<file path="src/pif_map.svh">
// Opcodes, field codes, register offsets and reset values of the interrupt and error-flag unit
// What this block does
// [RULE1] Clear-flags type 0 clears all flags
// [RULE2] Clear-flags types 1 to 5 clear one flag
// [RULE3] Enable-interrupt sets the numbered interrupt enable
// [RULE4] Enable number 255 turns global processing on
// [RULE5] Disable-interrupt clears the numbered interrupt enable
// [RULE6] Disable number 255 turns global processing off
// [RULE7] Bank and value ignored for these three
// [RULE8] Define-vector stores handler address per interrupt
// [RULE9] Later define-vector overwrites the stored address
// [RULE10] Return ends handler and resumes program
// [RULE11] Return restores accumulator, X, flags, counter
// [RULE12] Program ends handlers with return, never falls in
// [RULE13] Vector and return used only in standalone; the code also accepts both from direct mode
// [RULE14] Taken interrupt saves context, jumps to vector
// [RULE15] Checksum is byte sum; direct replies 100
`ifndef PIF_MAP_SVH
`define PIF_MAP_SVH

`define PIF_OP_EI 8'h19
`define PIF_OP_DI 8'h1a
`define PIF_OP_CLE 8'h24
`define PIF_OP_DEFINE_VECTOR_OP 8'h25
`define PIF_OP_RETURN_FROM_HANDLER_OP 8'h26

`define PIF_IRQ_GLOBAL 8'hff
`define PIF_CLE_ALL 8'h00
`define PIF_NFLAG 5

`define PIF_ST_OK 8'h64
`define PIF_ST_CHK 8'h01

`define PIF_REG_STAT 8'h00
`define PIF_REG_MASK 8'h04
`define PIF_REG_ERR 8'h08
`define PIF_REG_EN 8'h0c
`define PIF_REG_PEND 8'h10
`define PIF_REG_CTRL 8'h14
`define PIF_REG_STATE 8'h18

`define PIF_NEV 4
`define PIF_EV_ENTRY 0
`define PIF_EV_RETURN 1
`define PIF_EV_ERROR 2
`define PIF_EV_CHK 3
`define PIF_MASK_RST 4'h0
`define PIF_CTRL_RST 1'b0

`endif

</file>
<file path="src/pif_pkg.sv">
// Types shared by the interrupt and error-flag unit
package pif_pkg;

    typedef enum logic [0:0] {
        pif_run = 1'b0,
        pif_handler = 1'b1
    } pif_mode_t;

    typedef enum logic [2:0] {
        pif_nop = 3'b000,
        pif_cle = 3'b001,
        pif_ei = 3'b010,
        pif_di = 3'b011,
        pif_define_vector_op = 3'b100,
        pif_return_from_handler_op = 3'b101
    } pif_op_t;

endpackage

</file>
<file path="src/pif_vec_if.sv">
// Write and lookup port of the handler address table
`timescale 1ns/1ps

interface pif_vec_if #(
    parameter int NUM_IRQ = 16,
    parameter int VEC_W = 16
);
    localparam int IDX_W = $clog2(NUM_IRQ);
    logic wr_en;
    logic [IDX_W-1:0] wr_idx;
    logic [VEC_W-1:0] wr_addr;
    logic [IDX_W-1:0] rd_idx;
    logic [VEC_W-1:0] rd_addr;

    modport user_side (output wr_en, output wr_idx, output wr_addr, output rd_idx,
        input rd_addr);
    modport table_side (input wr_en, input wr_idx, input wr_addr, input rd_idx,
        output rd_addr);
endinterface

</file>
<file path="src/pif_vector_table.sv">
// Handler entry address per interrupt number
`timescale 1ns/1ps

module pif_vector_table #(
    parameter int NUM_IRQ = 16,
    parameter int VEC_W = 16
) (
    input logic clock,
    input logic rst_b,
    input logic clk_en,
    pif_vec_if.table_side vec
);

    logic [VEC_W-1:0] entry [NUM_IRQ];

    always_ff @(posedge clock) begin
        if (!rst_b) begin
            for (int i = 0; i < NUM_IRQ; i++) begin
                entry[i] <= '0;
            end
        end else if (clk_en && vec.wr_en) begin
            // Plain overwrite, so a vector can be redefined at any time
            entry[vec.wr_idx] <= vec.wr_addr; // [RULE8] [RULE9]
        end
    end

    assign vec.rd_addr = entry[vec.rd_idx];

endmodule // pif_vector_table

</file>
<file path="src/pif_core.sv">
// Interrupt and error-flag instruction unit of the stepper command interpreter
`timescale 1ns/1ps
`include "pif_map.svh"

module pif_core #(
    parameter int NUM_IRQ = 16,
    parameter int VEC_W = 16,
    parameter int PC_W = 16
) (
    input logic clock,
    input logic rst_b,
    input logic clk_en,
    input logic instr_valid,
    input logic instr_direct,
    input logic [7:0] instr_target,
    input logic [7:0] instr_opcode,
    input logic [7:0] instr_type,
    input logic [7:0] instr_bank,
    input logic [31:0] instr_value,
    input logic [7:0] instr_checksum,
    output logic reply_valid,
    output logic [7:0] reply_status,
    output logic [7:0] reply_opcode,
    input logic [`PIF_NFLAG-1:0] err_event,
    output logic [`PIF_NFLAG-1:0] err_flags,
    input logic [NUM_IRQ-1:0] irq_src,
    input logic [31:0] cpu_accu,
    input logic [31:0] cpu_x,
    input logic [7:0] cpu_flags,
    input logic [PC_W-1:0] cpu_pc,
    output logic handler_jump,
    output logic [VEC_W-1:0] jump_addr,
    output logic restore_valid,
    output logic [31:0] restore_accu,
    output logic [31:0] restore_x,
    output logic [7:0] restore_flags,
    output logic [PC_W-1:0] restore_pc,
    output logic in_handler,
    input logic [7:0] reg_addr,
    input logic [31:0] reg_wdata,
    input logic reg_wr,
    input logic reg_rd,
    output logic [31:0] reg_rdata,
    output logic irq
);

    localparam int IDX_W = $clog2(NUM_IRQ);
    localparam logic [7:0] IRQ_LIM = 8'(NUM_IRQ);

    // Instruction decode

    logic [7:0] sum;
    logic sum_ok;
    logic accept;
    logic type_ok;
    pif_pkg::pif_op_t op;

    // Bank byte takes part in the checksum only
    always_comb begin
        sum = instr_target + instr_opcode + instr_type + instr_bank
            + instr_value[31:24] + instr_value[23:16]
            + instr_value[15:8] + instr_value[7:0];
    end

    assign sum_ok = (sum == instr_checksum); // [RULE15]

    // Stored program lines carry no checksum worth checking
    assign accept = instr_valid && (!instr_direct || sum_ok); // [RULE15]

    // Number 255 never passes this test, so the global enable can not
    // alias onto a single interrupt enable for any legal NUM_IRQ
    assign type_ok = (instr_type < IRQ_LIM);

    always_comb begin
        op = pif_pkg::pif_nop;
        if (accept) begin
            case (instr_opcode)
                `PIF_OP_CLE: op = pif_pkg::pif_cle;
                `PIF_OP_EI: op = pif_pkg::pif_ei; // [RULE3]
                `PIF_OP_DI: op = pif_pkg::pif_di; // [RULE5]
                `PIF_OP_DEFINE_VECTOR_OP: op = pif_pkg::pif_define_vector_op;
                `PIF_OP_RETURN_FROM_HANDLER_OP: op = pif_pkg::pif_return_from_handler_op; // [RULE10]
                default: op = pif_pkg::pif_nop;
            endcase
        end
    end

    // Error flags

    logic [`PIF_NFLAG-1:0] err_flag;
    logic [`PIF_NFLAG-1:0] next_err;

    genvar f;
    for (f = 0; f < `PIF_NFLAG; f++) begin : g_flag
        logic clr;
        assign clr = (op == pif_pkg::pif_cle)
            && (instr_type == `PIF_CLE_ALL // [RULE1]
            || instr_type == 8'(f + 1)); // [RULE2]
        // A new error in the clearing cycle survives
        assign next_err[f] = err_event[f] | (err_flag[f] & ~clr);
    end

    always_ff @(posedge clock) begin
        if (!rst_b) begin
            err_flag <= '0;
        end else if (clk_en) begin
            err_flag <= next_err;
        end
    end

    assign err_flags = err_flag;

    // Interrupt enables and pending sources

    logic global_en;
    logic [NUM_IRQ-1:0] en;
    logic [NUM_IRQ-1:0] next_en;
    logic [NUM_IRQ-1:0] pend;
    logic [NUM_IRQ-1:0] next_pend;
    logic [NUM_IRQ-1:0] ready;
    logic [IDX_W-1:0] take_idx;
    logic take;
    logic inhibit;
    pif_pkg::pif_mode_t mode;

    genvar g;
    for (g = 0; g < NUM_IRQ; g++) begin : g_irq
        logic hit;
        logic taken;
        assign hit = type_ok && (instr_type[IDX_W-1:0] == IDX_W'(g));
        assign taken = take && (take_idx == IDX_W'(g));
        always_comb begin
            next_en[g] = en[g];
            if (op == pif_pkg::pif_ei && hit) begin
                next_en[g] = 1'b1; // [RULE3]
            end else if (op == pif_pkg::pif_di && hit) begin
                next_en[g] = 1'b0; // [RULE5]
            end
        end
        // A source firing while its request is taken stays pending
        assign next_pend[g] = irq_src[g] | (pend[g] & ~taken);
    end

    always_ff @(posedge clock) begin
        if (!rst_b) begin
            en <= '0;
            pend <= '0;
        end else if (clk_en) begin
            en <= next_en;
            pend <= next_pend;
        end
    end

    always_ff @(posedge clock) begin
        if (!rst_b) begin
            global_en <= 1'b0;
        end else if (clk_en && instr_type == `PIF_IRQ_GLOBAL) begin
            if (op == pif_pkg::pif_ei) begin
                global_en <= 1'b1; // [RULE4]
            end else if (op == pif_pkg::pif_di) begin
                global_en <= 1'b0; // [RULE6]
            end
        end
    end

    assign ready = pend & en;

    // Lowest number wins when several are ready
    always_comb begin
        take_idx = '0;
        for (int i = NUM_IRQ - 1; i >= 0; i--) begin
            if (ready[i]) begin
                take_idx = IDX_W'(i);
            end
        end
    end

    // Only taken between instructions, and never nested
    assign take = global_en && !in_handler && !inhibit
        && !instr_valid && (|ready); // [RULE14]

    // Handler address table

    pif_vec_if #(.NUM_IRQ(NUM_IRQ), .VEC_W(VEC_W)) vec ();

    assign vec.wr_en = (op == pif_pkg::pif_define_vector_op) && type_ok; // [RULE8]
    assign vec.wr_idx = instr_type[IDX_W-1:0];
    assign vec.wr_addr = instr_value[VEC_W-1:0]; // [RULE8]
    // Lookup is combinational on the winner, so the jump address is
    // captured at the same edge as the context and cannot go stale
    assign vec.rd_idx = take_idx;

    pif_vector_table #(.NUM_IRQ(NUM_IRQ), .VEC_W(VEC_W)) u_table (
        .clock(clock),
        .rst_b(rst_b),
        .clk_en(clk_en),
        .vec(vec)
    );

    // Handler entry and return

    logic return_from_handler_op_hit;

    // Return outside a handler has nothing to restore and is dropped
    assign return_from_handler_op_hit = (op == pif_pkg::pif_return_from_handler_op) && in_handler; // [RULE7] [RULE10]

    always_ff @(posedge clock) begin
        if (!rst_b) begin
            mode <= pif_pkg::pif_run;
        end else if (clk_en) begin
            case (mode)
                pif_pkg::pif_run: begin
                    if (take) begin
                        mode <= pif_pkg::pif_handler; // [RULE14]
                    end
                end
                pif_pkg::pif_handler: begin
                    if (return_from_handler_op_hit) begin
                        mode <= pif_pkg::pif_run; // [RULE10]
                    end
                end
                default: mode <= pif_pkg::pif_run;
            endcase
        end
    end

    assign in_handler = (mode == pif_pkg::pif_handler);

    always_ff @(posedge clock) begin
        if (!rst_b) begin
            restore_accu <= '0;
            restore_x <= '0;
            restore_flags <= '0;
            restore_pc <= '0;
        end else if (clk_en && take) begin
            restore_accu <= cpu_accu; // [RULE14]
            restore_x <= cpu_x;
            restore_flags <= cpu_flags;
            restore_pc <= cpu_pc;
        end
    end

    always_ff @(posedge clock) begin
        if (!rst_b) begin
            handler_jump <= 1'b0;
            jump_addr <= '0;
            restore_valid <= 1'b0;
        end else if (clk_en) begin
            handler_jump <= take;
            if (take) begin
                jump_addr <= vec.rd_addr; // [RULE14]
            end
            // Saved context stands on the restore outputs with this pulse
            restore_valid <= return_from_handler_op_hit; // [RULE11]
        end
    end

    // Direct mode reply

    always_ff @(posedge clock) begin
        if (!rst_b) begin
            reply_valid <= 1'b0;
            reply_status <= '0;
            reply_opcode <= '0;
        end else if (clk_en) begin
            reply_valid <= instr_valid && instr_direct;
            if (instr_valid && instr_direct) begin
                reply_status <= sum_ok ? `PIF_ST_OK : `PIF_ST_CHK; // [RULE15]
                reply_opcode <= instr_opcode;
            end
        end
    end

    // Event status, mask and interrupt line

    logic [`PIF_NEV-1:0] stat;
    logic [`PIF_NEV-1:0] next_stat;
    logic [`PIF_NEV-1:0] ev;
    logic [`PIF_NEV-1:0] mask;
    logic stat_rd;

    always_comb begin
        ev = '0;
        ev[`PIF_EV_ENTRY] = take;
        ev[`PIF_EV_RETURN] = return_from_handler_op_hit;
        ev[`PIF_EV_ERROR] = |err_event;
        ev[`PIF_EV_CHK] = instr_valid && instr_direct && !sum_ok;
    end

    assign stat_rd = reg_rd && (reg_addr == `PIF_REG_STAT);

    // Read clears, but an event in the same cycle is kept
    assign next_stat = ev | (stat & ~{`PIF_NEV{stat_rd}});

    always_ff @(posedge clock) begin
        if (!rst_b) begin
            stat <= '0;
        end else if (clk_en) begin
            stat <= next_stat;
        end
    end

    always_ff @(posedge clock) begin
        if (!rst_b) begin
            mask <= `PIF_MASK_RST;
            inhibit <= `PIF_CTRL_RST;
        end else if (clk_en && reg_wr) begin
            if (reg_addr == `PIF_REG_MASK) begin
                mask <= reg_wdata[`PIF_NEV-1:0];
            end
            if (reg_addr == `PIF_REG_CTRL) begin
                inhibit <= reg_wdata[0];
            end
        end
    end

    // Level output, drops in the cycle after the status read clears it
    // Limitation: no per-interrupt status, only the four event kinds
    assign irq = |(stat & mask);

    // Register read port, unmapped offsets read zero

    always_ff @(posedge clock) begin
        if (!rst_b) begin
            reg_rdata <= '0;
        end else if (clk_en) begin
            reg_rdata <= '0;
            if (reg_rd) begin
                case (reg_addr)
                    `PIF_REG_STAT: reg_rdata <= 32'(stat);
                    `PIF_REG_MASK: reg_rdata <= 32'(mask);
                    `PIF_REG_ERR: reg_rdata <= 32'(err_flag);
                    `PIF_REG_EN: reg_rdata <= 32'(en);
                    `PIF_REG_PEND: reg_rdata <= 32'(pend);
                    `PIF_REG_CTRL: reg_rdata <= 32'(inhibit);
                    `PIF_REG_STATE: reg_rdata <= {30'h0, global_en, in_handler};
                    default: reg_rdata <= '0;
                endcase
            end
        end
    end

endmodule // pif_core

</file>
<file path="config.mk">
export PLATFORM = sky130hd
export DESIGN_NAME = pif_core
export DESIGN_NICKNAME = d
export VERILOG_FILES = /design/src/pif_pkg.sv /design/src/pif_vec_if.sv /design/src/pif_vector_table.sv /design/src/pif_core.sv
export VERILOG_INCLUDE_DIRS = /design/src
export SDC_FILE = /design/constraint.sdc
export NUM_CORES = 1
export LEC_CHECK = 0
export BUFFER_PORTS_ARGS = -buffer_cell sky130_fd_sc_hd__clkbuf_2
export CELL_PAD_IN_SITES_DETAIL_PLACEMENT = 0
export CELL_PAD_IN_SITES_GLOBAL_PLACEMENT = 1
export CORE_MARGIN = 5
export CORE_UTILIZATION = 25
export CTS_BUF_LIST = sky130_fd_sc_hd__clkbuf_2
export CTS_CLUSTER_SIZE = 28
export DETAILED_ROUTE_END_ITERATION = 6
export HOLD_SLACK_MARGIN = 0.12
export PLACE_DENSITY = 0.59
export SLEW_MARGIN = 10
export SYNTH_ARGS = -nofsm -noshare
export SYNTH_HDL_FRONTEND = slang
export SYNTH_SLANG_ARGS = --single-unit
</file>
<file path="constraint.sdc">
create_clock -name clock -period 9.2 [get_ports clock]
set_clock_uncertainty 0.15 [all_clocks]
set_input_delay 0.92 -clock clock [delete_from_list [all_inputs] [get_ports clock]]
set_output_delay 0.92 -clock clock [all_outputs]
set_load 0.1 [all_outputs]
</file>
# Word-level counts from Yosys, hierarchy flattened
# Memories as Yosys holds them, arrays and structs flattened. A register that Yosys moved wholly into a read port is not among the register bits.
# Index checks and enable logic that the tools add are counted.
[word_totals] register_bits=187 ramBits=256 in_bits=228 out_inout_bits=162 memories=1
[memory_table] memory="u_table.entry" words=16 word_bits=16 rd=1 rd_ports_with_merged_regs=1 write_ports=16 line="pif_vector_table.sv:14" text="logic [VEC_W-1:0] entry [NUM_IRQ];"
[op_classes] add_sub_neg=7 magnitude_cmp=1 eq_ne=53 n_mux=65 n_bitwise=69 reduce_logical=141
[ops] op="16-bit one-hot mux with 7 select lines" count=1
[ops] op="1-bit logical AND" count=83
[ops] op="4-bit two-way mux" count=17
[ops] op="4-bit equality test (second input constant)" count=16
[ops] op="8-bit adder" count=7
[ops] op="2-bit AND reduction" count=21
[ops] op="1-bit two-way mux" count=41
[ops] op="8-bit by 5-bit equality test with 1-bit output (second input constant)" count=5
[ops] op="2-bit nonzero test" count=17
[ops] op="4-bit by 3-bit equality test with 1-bit output (second input constant)" count=8
[ops] op="16-bit two-way mux" count=2
[ops] op="16-bit OR reduction" count=2
[ops] op="8-bit by 3-bit equality test with 1-bit output (second input constant)" count=3
[ops] op="8-bit by 6-bit equality test with 1-bit output (second input constant)" count=3
[ops] op="1-bit inverter" count=22
[ops] op="1-bit AND" count=21
[ops] op="1-bit bitwise OR" count=21
[ops] op="16-bit AND" count=1
[ops] op="4-bit by 2-bit equality test with 1-bit output (second input constant)" count=4
[ops] op="8-bit by 2-bit equality test with 1-bit output (second input constant)" count=2
[ops] op="8-bit by 4-bit equality test with 1-bit output (second input constant)" count=2
[ops] op="8-bit logical NOT" count=2
[ops] op="3-bit one-hot mux with 5 select lines" count=1
[ops] op="4-bit AND" count=2
[ops] op="other kinds (18)" count=32

# Longest topological paths before layout
# Gate-level depths: netlist (run 1).
[depth] ltp_word=22 depth_mapped=23

# Cells and area by module
# Synthesis (run 1) repeated with hierarchy kept, for this count alone.
[unflattened] hier_cells=1860 area_unflattened_um2=20002.9
[modules_own_cells] mod="pif_vector_table" instances=1 cells_per_inst=780 area_each_um2=11119.4 seq_area_each_um2=7687.4
[modules_own_cells] mod="pif_core" instances=1 cells_per_inst=1080 area_each_um2=8883.5 seq_area_each_um2=3623.5

# Worst setup path after synthesis (run 1)
# Ideal clock, no wire load.
[synth_timing] kind="input port to flip-flop" from="input port instr_type[0]" to="memory u_table.entry[15][0] (enable)" t_arrival_ps=6397 path_slack_ps=2242 path_stages=18 path_buffers=3 path_cell_list="clkbuf_1 -> inv_1 -> fa_1 -> fa_1 -> fa_1 -> fa_1 -> inv_1 -> ha_1 -> inv_1 -> fa_1 -> xor2_1 -> nand4_1 -> nor4_1 -> a21boi_1 -> or3b_1 -> buf_6 -> buf_8 -> o21ai_0"
[synth_rtl] element="from (decl)" line="pif_core.sv:17" text="input logic [7:0] instr_type,"
[synth_rtl] element="to (decl)" line="pif_vector_table.sv:14"

==> results.md, run 1 <==
- After detailed routing, the number of remaining DRC violations is 6.
- The adder-cell share of the synthesized area is 4.27%.
- The final standard cell count with taps included and fillers excluded is 3774.
- Once placement completed, the tool counted placed cells totaling 3358.
- For this block, the initial DRC count from the detailed router was 1230.
- The vertical die dimension is 297 um.
- Synthesis produced a netlist whose cell count is 2045.
- The count of nets after finishing is 2881.
- The post-layout utilization of the core is 32.3%.
- The tightest min-delay check is of the in -> reg type.
- The clock transition at the registers of the reported paths is 0.10 ns.
- The portion of netlist area occupied by mux cells is 3.27%.
- The setup path with the least slack is of type in -> reg.
- The most numerous cell type found on the critical path is sky130_fd_sc_hd__fa_1.
- Setup violations remaining at the end of the flow were counted as 0.
- Traced cell by cell, the critical path runs through dlygate4sd3_1 -> clkbuf_2 -> fa_1 -> inv_1 -> fa_1 -> fa_1 -> fa_1 -> inv_1 -> ha_1 -> inv_1 -> fa_1 -> xor2_1 -> nand4_1 -> nor4_1 -> a21boi_1 -> or3b_1 -> buf_4 -> nor3_4 -> buf_4 -> nand2b_1.
- Summing all multi-input logic gate instances after layout gives 8540 um2.
- The worst setup margin is 1.92 ns.
- The initial antenna violation count was 3.
- STA puts the critical path data required time at 9.70 ns.
- The number of resized instances in the post-cts repair step is 0.
- The achievable frequency is 0.137 GHz.
- STA puts the critical path data arrival time at 7.77 ns.
- By area the synthesized netlist is led by sky130_fd_sc_hd__edfxtp_1 37%, sky130_fd_sc_hd__dfxtp_1 18%, sky130_fd_sc_hd__and2_1 8.3%.
- In this run the worst path has a maximum fanout of 17.
- Across the VDD grid, the largest voltage drop is 0.000109 V.
- The largest family of logic cells by synthesized area is simple AND/OR/NAND/NOR gates.
- The leakage power total is 10.8 nW.
- The async set-or-reset flop fraction in the synthesized netlist is 0%.
- The type of destination of the critical path is a flip-flop.
- The share of the clock period used by the worst path after layout is 79.1%.
- The detailed router put a total of 31600 um of wire on met1.
- The routability congestion estimate from global placement is 0.816.
- The nature of the critical path startpoint is an input port.
- Setup repair after global routing left no endpoint under its margin.
- The hold violation total from the final report is 0.
- The pin slew with the least headroom to its limit is 1.03 ns.
- The most used flip-flop cell after synthesis is sky130_fd_sc_hd__edfxtp_1.
- Entering global routing, the biggest net connects 129 pins.
- The share of the yosys chip area belonging to registers is 54.8%.
- The via count of the first global-routing pass came to 17700.
- The total half-perimeter wirelength after legalization and detailed placement is 48600 um.
- The H-tree was split into 3 levels.
- The max capacitance violation total is 0.
- The first global-routing pass estimated 108000 um of wire.
- The post-synthesis cell type with the largest combined area is sky130_fd_sc_hd__edfxtp_1.
- Of the cells placed in the final design, the portion with a size suffix greater than 1 is 22.5%.
- The final reports fail on DRC.
- Input and output buffers added on the ports amount to 341.
- In the global route stage, overall resource usage came out at 15.6%.
- The die is 297 um wide.
- The area added between synthesis and finish is 28.1%.
- Wire segments on met3 add up to 3980 um in the final route.
- The most frequent standard cell in the layout excluding fill and tap cells is sky130_fd_sc_hd__clkbuf_2.
- The core outline area is 82000 um2.
- The time the worst path needs with I/O delays and setup is 7.28 ns.
- The Yosys step of the flow raised 0 warnings.
- Counting along the longest clock path gives a buffer depth of 3.
- The source-to-sink clock delay at the later pin of the worst-skew pair is 1.16 ns.
- TritonCTS built the clock tree.
- The slowest stage of the critical path belongs to the cell sky130_fd_sc_hd__nand2b_1.
- The die covers 88400 um2.
- The top cell type's share of synthesized area is 37.2%.
- The number of vias in the routed layout is 17200.
- Buffers inserted during clock tree synthesis total 121.
- Summing the areas of all and, or, nand and nor instances in the mapped netlist gives 22.0% of the synthesized area.
- Summing the areas of all compound-gate instances in the mapped netlist gives 10.0% of the synthesized area.
- The sequential cell area is 11300 um2.
- Summing every instance area after synthesis gives 20600 um2.
- In this design, the stage delay of the slowest critical-path cell is 0.79 ns.
- The accumulated negative setup slack is 0 ns.
- Once detail routing completed, the nets flagged for antenna violations numbered 0.
- Summed over all nets, wire length on met2 after detailed routing comes to 34700 um.
- Dividing total power by cell area gives a power density of 164 nW/um2.
- After routing the design area is 26400 um2.
- The leftover overflow at the end of global routing is 0.
- The highest layer touched by signal routing is met5.
- The floorplan has 105 rows.
- The number of pins exceeding their max-slew limit in the final report was 0.
- Fill cells in the final layout number 8573.
- The pre-CTS worst setup slack is 1.42 ns.
- The number of enable-type register cells in the synthesized netlist is 256.
- The instance area at placement is 23400 um2.
- The post-detailed-route via-to-cell ratio is 4.55.
- The average instance in the mapped netlist occupies 10.1 um2.
- The run finished, with violations left.
- The worst max-slew margin expressed relative to the limit is 31.0%.
- The post-synthesis share of cell area spent on xor and xnor gates is 1.21%.
- The flip-flop and latch count after synthesis is 437.
- The first detailed-routing pass ran for 7 iterations.
- After detailed routing, the average wire length per cell comes to 19.0 um.
- The final layout contains routed wiring with a total length of 71800 um.
- The number of unique standard cell types used by synthesis is 63.
- The root buffer selected by CTS is sky130_fd_sc_hd__clkbuf_2.
- The clock net in this run drives a total of 437 sinks.
- The library cells used most frequently in the layout, excluding fill and tap cells, are 536 x sky130_fd_sc_hd__clkbuf_2, 450 x sky130_fd_sc_hd__nand2_1, 274 x sky130_fd_sc_hd__and2_1, 256 x sky130_fd_sc_hd__edfxtp_1, 231 x sky130_fd_sc_hd__a21oi_1.
- The starting utilization of the core area is 25.2%.
- The I/O pin count is 390.
-- where the power goes --
group          internal (mW)  leakage, nW  total, mW  switching [mW]
combinational          0.314         6.04      0.729           0.415
clock                  0.590        0.873       1.45           0.857
sequential              2.13         3.89       2.15          0.0277
total                   3.03         10.8       4.33            1.30
-- area by class of cell --
class	instances	share of cell area, %
timing repair buffer	570	14.8
clock buffer	195	3.69
tap	1070	5.06
antenna	2	0.0189
clock inverter	24	0.535
multi-input combinational	1420	32.3
sequential	437	42.8
inverter	56	0.804
-- registers in the layout, indices dropped and copies added (netlist names), 2 cells and up --
name           count
reg_rdata         16
pend              16
reply_opcode       8
jump_addr         16
mask               4
restore_x         32
restore_flags      8
reply_status       2
err_flags          5
restore_accu      32
u_table.entry    256
stat               4
en                16
restore_pc        16
-- metal layers --
layer	vias to the layer above	track usage (%)
li1	8160	-
met1	8355	20.3
met2	538	26.4
met3	104	3.29
met4	2	4.30
met5	-	0
-- worst paths after layout --
| kind | from | endpoint | slack (ns) | cells after the start |
|---|---|---|---|---|
| setup / recovery | instr_value[9] | u_table.entry[6][4] | 1.92 | 20 |
| hold / removal | instr_value[11] | u_table.entry[11][11] | 0.28 | 2 |
| setup reg to reg | en[11] | jump_addr[13] | 5.41 | 9 |
| hold reg to reg | restore_accu[24] | restore_accu[24] | 0.31 | 2 |
-- cell usage after synthesis (7+ instances only) --
master	n
sky130_fd_sc_hd__nand3_1	13
sky130_fd_sc_hd__dfxtp_1	181
sky130_fd_sc_hd__mux2i_1	64
sky130_fd_sc_hd__o21ai_0	46
sky130_fd_sc_hd__o22ai_1	16
sky130_fd_sc_hd__a21oi_1	232
sky130_fd_sc_hd__and2_1	274
sky130_fd_sc_hd__buf_4	28
sky130_fd_sc_hd__o2bb2ai_1	13
sky130_fd_sc_hd__clkbuf_1	112
sky130_fd_sc_hd__fa_1	39
sky130_fd_sc_hd__nand2b_1	26
sky130_fd_sc_hd__nor2b_1	7
sky130_fd_sc_hd__nor3_1	8
sky130_fd_sc_hd__a22oi_1	21
sky130_fd_sc_hd__edfxtp_1	256
sky130_fd_sc_hd__ha_1	8
sky130_fd_sc_hd__nand2_1	450
sky130_fd_sc_hd__nor4_1	44
sky130_fd_sc_hd__xnor2_1	14
sky130_fd_sc_hd__nor3_4	15
sky130_fd_sc_hd__inv_1	55
sky130_fd_sc_hd__nor2_1	40
-- worst max-delay path: cells and delay by family --
kind / cells / cell delay, ns
and+or+nand+nor: 5 / 2.18
buffers and inverters: 7 / 1.55
adders and majority gates: 6 / 2.66
AOI/OAI and AO/OA: 1 / 0.28
xor gates and xnor gates: 1 / 0.14
-- kinds of logic (layout without fill, tap and decap cells) --
group           after synthesis  in the layout
flops                       437            437
buf+inv                     207            845
mux                          66             66
other cells                   1             22
xor+xnor                     23             23
fa+ha+maj                    47             47
simple gates                899            899
compound gates              365            365
-- repair_timing --
| action | CTS | global route |
|---|---|---|
| endpoints found under the hold margin | 242 | 0 |
| buffers inserted | 0 | 0 |
| hold buffers | 195 | 0 |
-- metrics by stage --
| step | hold slack [ns] | power, mW |
|---|---|---|
| floorplan | 0.293 | 2.67 |
| global placement | 0.291 | 2.87 |
| detailed placement | 0.297 | 2.87 |
| CTS | 0.126 | 4.41 |
| global route | 0.168 | 4.59 |
| finish | 0.283 | 4.33 |
(Power assumes the default switching activity.)
==> run 2, diff against run 1 <==
Settings changed: ABC_AREA from default to 1, PLACE_DENSITY 0.59 to 0.61.
Clock period 9.2 ns to 7.51 ns, I/O delays scaled along.
==> run 2 against run 1 <==
Net effect: the flow now finishes without violations; sequential cell count unchanged; clock-buffer cell count down 32; hold slack better by 0.017 ns; via count up 10%; cell count up 11%; global-route usage up 0.45 points; critical path depth up 4; register-to-register slack worse by 1.9 ns; setup slack worse by 0.78 ns; core utilization up 0.96 points; clock power up 15%; critical path type unchanged.
==> results.md, run 2 <==
- For this run, the detailed router's first-pass iteration total came to 5.
- Of all nets on the critical path, the largest fanout is 14.
- The number of unique standard cell types used by synthesis is 37.
- The die covers 88700 um2.
- The detailed route wirelength on metal3 is 3710 um.
- The number of post-CTS setup repair buffers is 0.
- The data arrival at the endpoint of the critical path is 7.23 ns.
- The initialized floorplan defines 105 standard-cell rows.
- For this design, the CTS-stage hold fixing added 281 buffers.
- After filler insertion, the fill cell instance count of the layout stands at 8679.
- The critical path in this run is classified as in -> reg.
- Timing analysis after detailed placement gives a worst setup slack of 0.799 ns.
- Summed over all instances, the cell type with the most area after synthesis is sky130_fd_sc_hd__edfxtp_1.
- The tool flagged a number of max-cap violations equal to 0.
- The number of pins exceeding their max-slew limit in the final report is 0.
- The most frequent standard cell in the layout excluding fill and tap cells is sky130_fd_sc_hd__nor2_1.
- The synthesized instance count is 2421.
- The analysis attributes to cell leakage a power of 11.7 nW.
- The area occupied by multi-input gates is 7990 um2.
- The via count of the first global-routing pass is 19100.
- In the post-synthesis netlist, the cell with the most instances is sky130_fd_sc_hd__nor2_1.
- The worst pin sits at a relative slew slack of 28.6%.
- Setup repair after global routing left no endpoint under its margin.
- Clock-pin slew was measured on the worst setup and hold paths at 0.11 ns.
- In the detailed route, the total length drawn on met2 is 37200 um.
- The count of nets left with antenna violations once routing finished came out at 0.
- Across all layers, the routed design uses 18900 vias.
- Adding up every negative setup slack in the final design gives 0 ns.
- The register with the most flip-flops in the layout has 256 of them.
- In the final layout, the registers with the most flip-flops are u_table.entry: 256 flops, restore_accu: 32 flops, restore_x: 32 flops.
- The first global-routing pass estimated 112000 um of wire.
- The achievable frequency is 0.157 GHz.
- In this run the biggest area consumer among cell types represents 37.1% of the synthesized area.
- CTS built an H-tree with a depth of 3.
- In this run, placement finished with an instance count of 3719.
- After detailed routing, no signal wire sits above met5.
- The worst register-to-register path has a depth of 10.
- The flip-flop cell with the highest count after synthesis is sky130_fd_sc_hd__edfxtp_1.
- Counting instances in the post-synthesis netlist gives the leading cell types as 538 x sky130_fd_sc_hd__nor2_1, 404 x sky130_fd_sc_hd__nand2_1, 256 x sky130_fd_sc_hd__edfxtp_1.
- Data on the critical path is required at its endpoint by 8.38 ns.
- At the end of routability-driven placement, the weighted congestion stood at 0.804.
- After the first detailed-routing iteration, the DRC count stood at 1153.
- The overall routed net length is 73600 um.
- In the final layout, flip-flops and latches occupy 11300 um2.
- The initial antenna violation count is 2.
- STA classifies the critical path endpoint as a flip-flop.
- The area added between synthesis and finish is 31.7%.
- The worst hold path terminates at u_table.entry[5][6].
- The slack of the worst reg-to-reg path is 3.51 ns.
- The number of warnings printed during yosys synthesis is 0.
- The clock buffer count from CTS is 111.
- Detailed placement ended at an HPWL of 47900 um.
- In this run the mean area of a mapped cell was 8.56 um2.
- After synthesis the cells add up to 20700 um2.
- In this run the standard cell core region covers 82100 um2.
- The hold violation total from the final report came to 0.
- The worst path meets setup with 1.14 ns of slack.
- The largest net degree at the start of global routing is 102.
- The share of the yosys chip area belonging to registers is 54.6%.
- Excluding fillers, the count of instances in the completed layout stands at 4203.
- The library cells used most frequently in the layout, excluding fill and tap cells, are 536 x sky130_fd_sc_hd__nor2_1, 503 x sky130_fd_sc_hd__clkbuf_2, 400 x sky130_fd_sc_hd__nand2_1, 281 x sky130_fd_sc_hd__dlygate4sd3_1, 256 x sky130_fd_sc_hd__edfxtp_1.
- For the worst-skew pair, the clock arrives at the later sink with an insertion delay of 1.13 ns.
- The starting utilization of the core area is 25.2%.
- The most flop-heavy register is u_table.entry.
- The number of resized instances in the post-cts repair step is 0.
- The clock tree from TritonCTS is built.
- Summing all non-filler instances in the final layout gives an area of 27300 um2.
- The flow ran to the end, and the final reports show no timing, DRC or antenna violations.
- The wire length on met1 is 30600 um.
- STA classifies the critical path startpoint as an input port.
- After synthesis, the share of flip-flops with an asynchronous set or reset is 0%.
- In this run the vertical extent of the chip is 298 um.
- The root buffer selected by CTS is sky130_fd_sc_hd__clkbuf_2.
- The number of input and output port buffers inserted is 341.
- For this run the aggregate overflow at the end of global routing stands at 0.
- The post-route netlist has 18.5% of its cells at a drive strength greater than 1.
- After detailed routing, the number of vias per cell comes to 4.50.
- After synthesis the netlist holds a flip-flop and latch count of 437.
- In the routed design, unresolved DRC markers number 0.
- The critical hold path startpoint is instr_value[6].
- The all-layer global routing usage is 16.1%.
- After the last flow step, the layout net total stands at 3318.
- VDD sags by at most 0.0000957 V.
- The final critical path takes up 84.8% of the cycle.
- The buffer levels on the longest clock path is 3.
- The die boundary width is 298 um.
- By area the synthesized netlist is led by sky130_fd_sc_hd__edfxtp_1 37%, sky130_fd_sc_hd__dfxtp_1 17%, sky130_fd_sc_hd__nor2_1 9.7%.
- The worst hold path belongs to the class in -> reg.
- The final-report setup violation count is 0.
- CTS saw 437 sinks.
- The endpoint identified for the worst register-to-register timing path is jump_addr[13].
- Counting flops with a built-in enable in the synthesized netlist gives 256.
- The wire length per cell is 17.5 um.
- The worst register-to-register path begins at pend[1].
- The time the worst path needs with I/O delays and setup is 6.37 ns.
- The worst hold path cell count is 3.
- The I/O pin count is 390.
- The pin slew with the least headroom to its limit is 1.07 ns.
- Power spread over the standard cell area amounts to 192 nW/um2.
- The instance area at placement is 23400 um2.
-- run 2: cell families (layout without fill, tap and decap cells) --
logic type	Yosys count	in the layout	synth area share (%)
compound gates	251	251	6.31
xor+xnor	22	22	0.930
fa+ha+maj	47	47	4.25
buf+inv	373	1065	7.28
flops	437	437	54.6
other cells	1	21	0.0181
simple gates	1290	1290	26.6
-- run 2: layout make-up --
class / count / area share, %
diodes: 1 / 0.00917
inverters: 199 / 2.75
multi-input cells: 1630 / 29.3
clock inverters: 39 / 0.816
well taps: 1070 / 4.91
flip-flops and latches: 437 / 41.5
repair buffers: 664 / 17.8
clock buffers: 163 / 2.99
-- run 2: how the worst max path moves through the flow --
stage | startpoint | to | slack, ns
2_1_floorplan | instr_bank[2] | u_table.entry[2][0] | 1.29
3_3_place_gp | instr_bank[2] | u_table.entry[8][4] | 0.78
3_5_place_dp | instr_bank[2] | u_table.entry[8][12] | 0.80
4_1_cts | instr_opcode[2] | global_en | 1.29
5_1_grt | instr_type[2] | en[11] | 0.78
6_report | instr_opcode[2] | global_en | 1.14
-- run 2: per-stage QoR --
stage / hold WS (ns) / power, mW / util, %
finish: 0.300 / 5.25 / 33.2
global route: 0.200 / 5.58 / 33.2
CTS: 0.121 / 5.34 / 33.2
detailed placement: 0.291 / 3.52 / 28.5
global placement: 0.283 / 3.52 / 28.5
floorplan: 0.288 / 3.29 / -
-- run 2: power by group --
part / switching [mW] / internal, mW
registers: 0.0297 / 2.61
clock network: 1.02 / 0.657
logic: 0.554 / 0.387
-- run 2: critical path: stages --
cell                            delay (ns)
sky130_fd_sc_hd__dlygate4sd3_1        0.53
sky130_fd_sc_hd__clkbuf_2             0.15
sky130_fd_sc_hd__fa_1                 0.51
sky130_fd_sc_hd__inv_1                0.06
sky130_fd_sc_hd__fa_1                 0.45
sky130_fd_sc_hd__fa_1                 0.51
sky130_fd_sc_hd__fa_1                 0.41
sky130_fd_sc_hd__inv_1                0.07
sky130_fd_sc_hd__ha_1                 0.17
sky130_fd_sc_hd__inv_1                0.07
sky130_fd_sc_hd__fa_1                 0.48
sky130_fd_sc_hd__xnor2_1              0.13
sky130_fd_sc_hd__nor4_1               0.26
sky130_fd_sc_hd__o21ai_0              0.12
sky130_fd_sc_hd__nor4_1               0.43
sky130_fd_sc_hd__nand2_1              0.15
sky130_fd_sc_hd__nand2_1              0.10
sky130_fd_sc_hd__nand2_1              0.06
sky130_fd_sc_hd__nor2_1               0.22
sky130_fd_sc_hd__inv_1                0.27
sky130_fd_sc_hd__nand3_1              0.13
sky130_fd_sc_hd__dlygate4sd3_1        0.55
sky130_fd_sc_hd__a21oi_1              0.05
sky130_fd_sc_hd__dlygate4sd3_1        0.58
-- run 2: layer usage --
layer,GRT usage (%),vias to the layer above
met5,0,-
met2,28.9,526
li1,-,9256
met4,5.66,2
met3,2.95,135
met1,19.2,8990
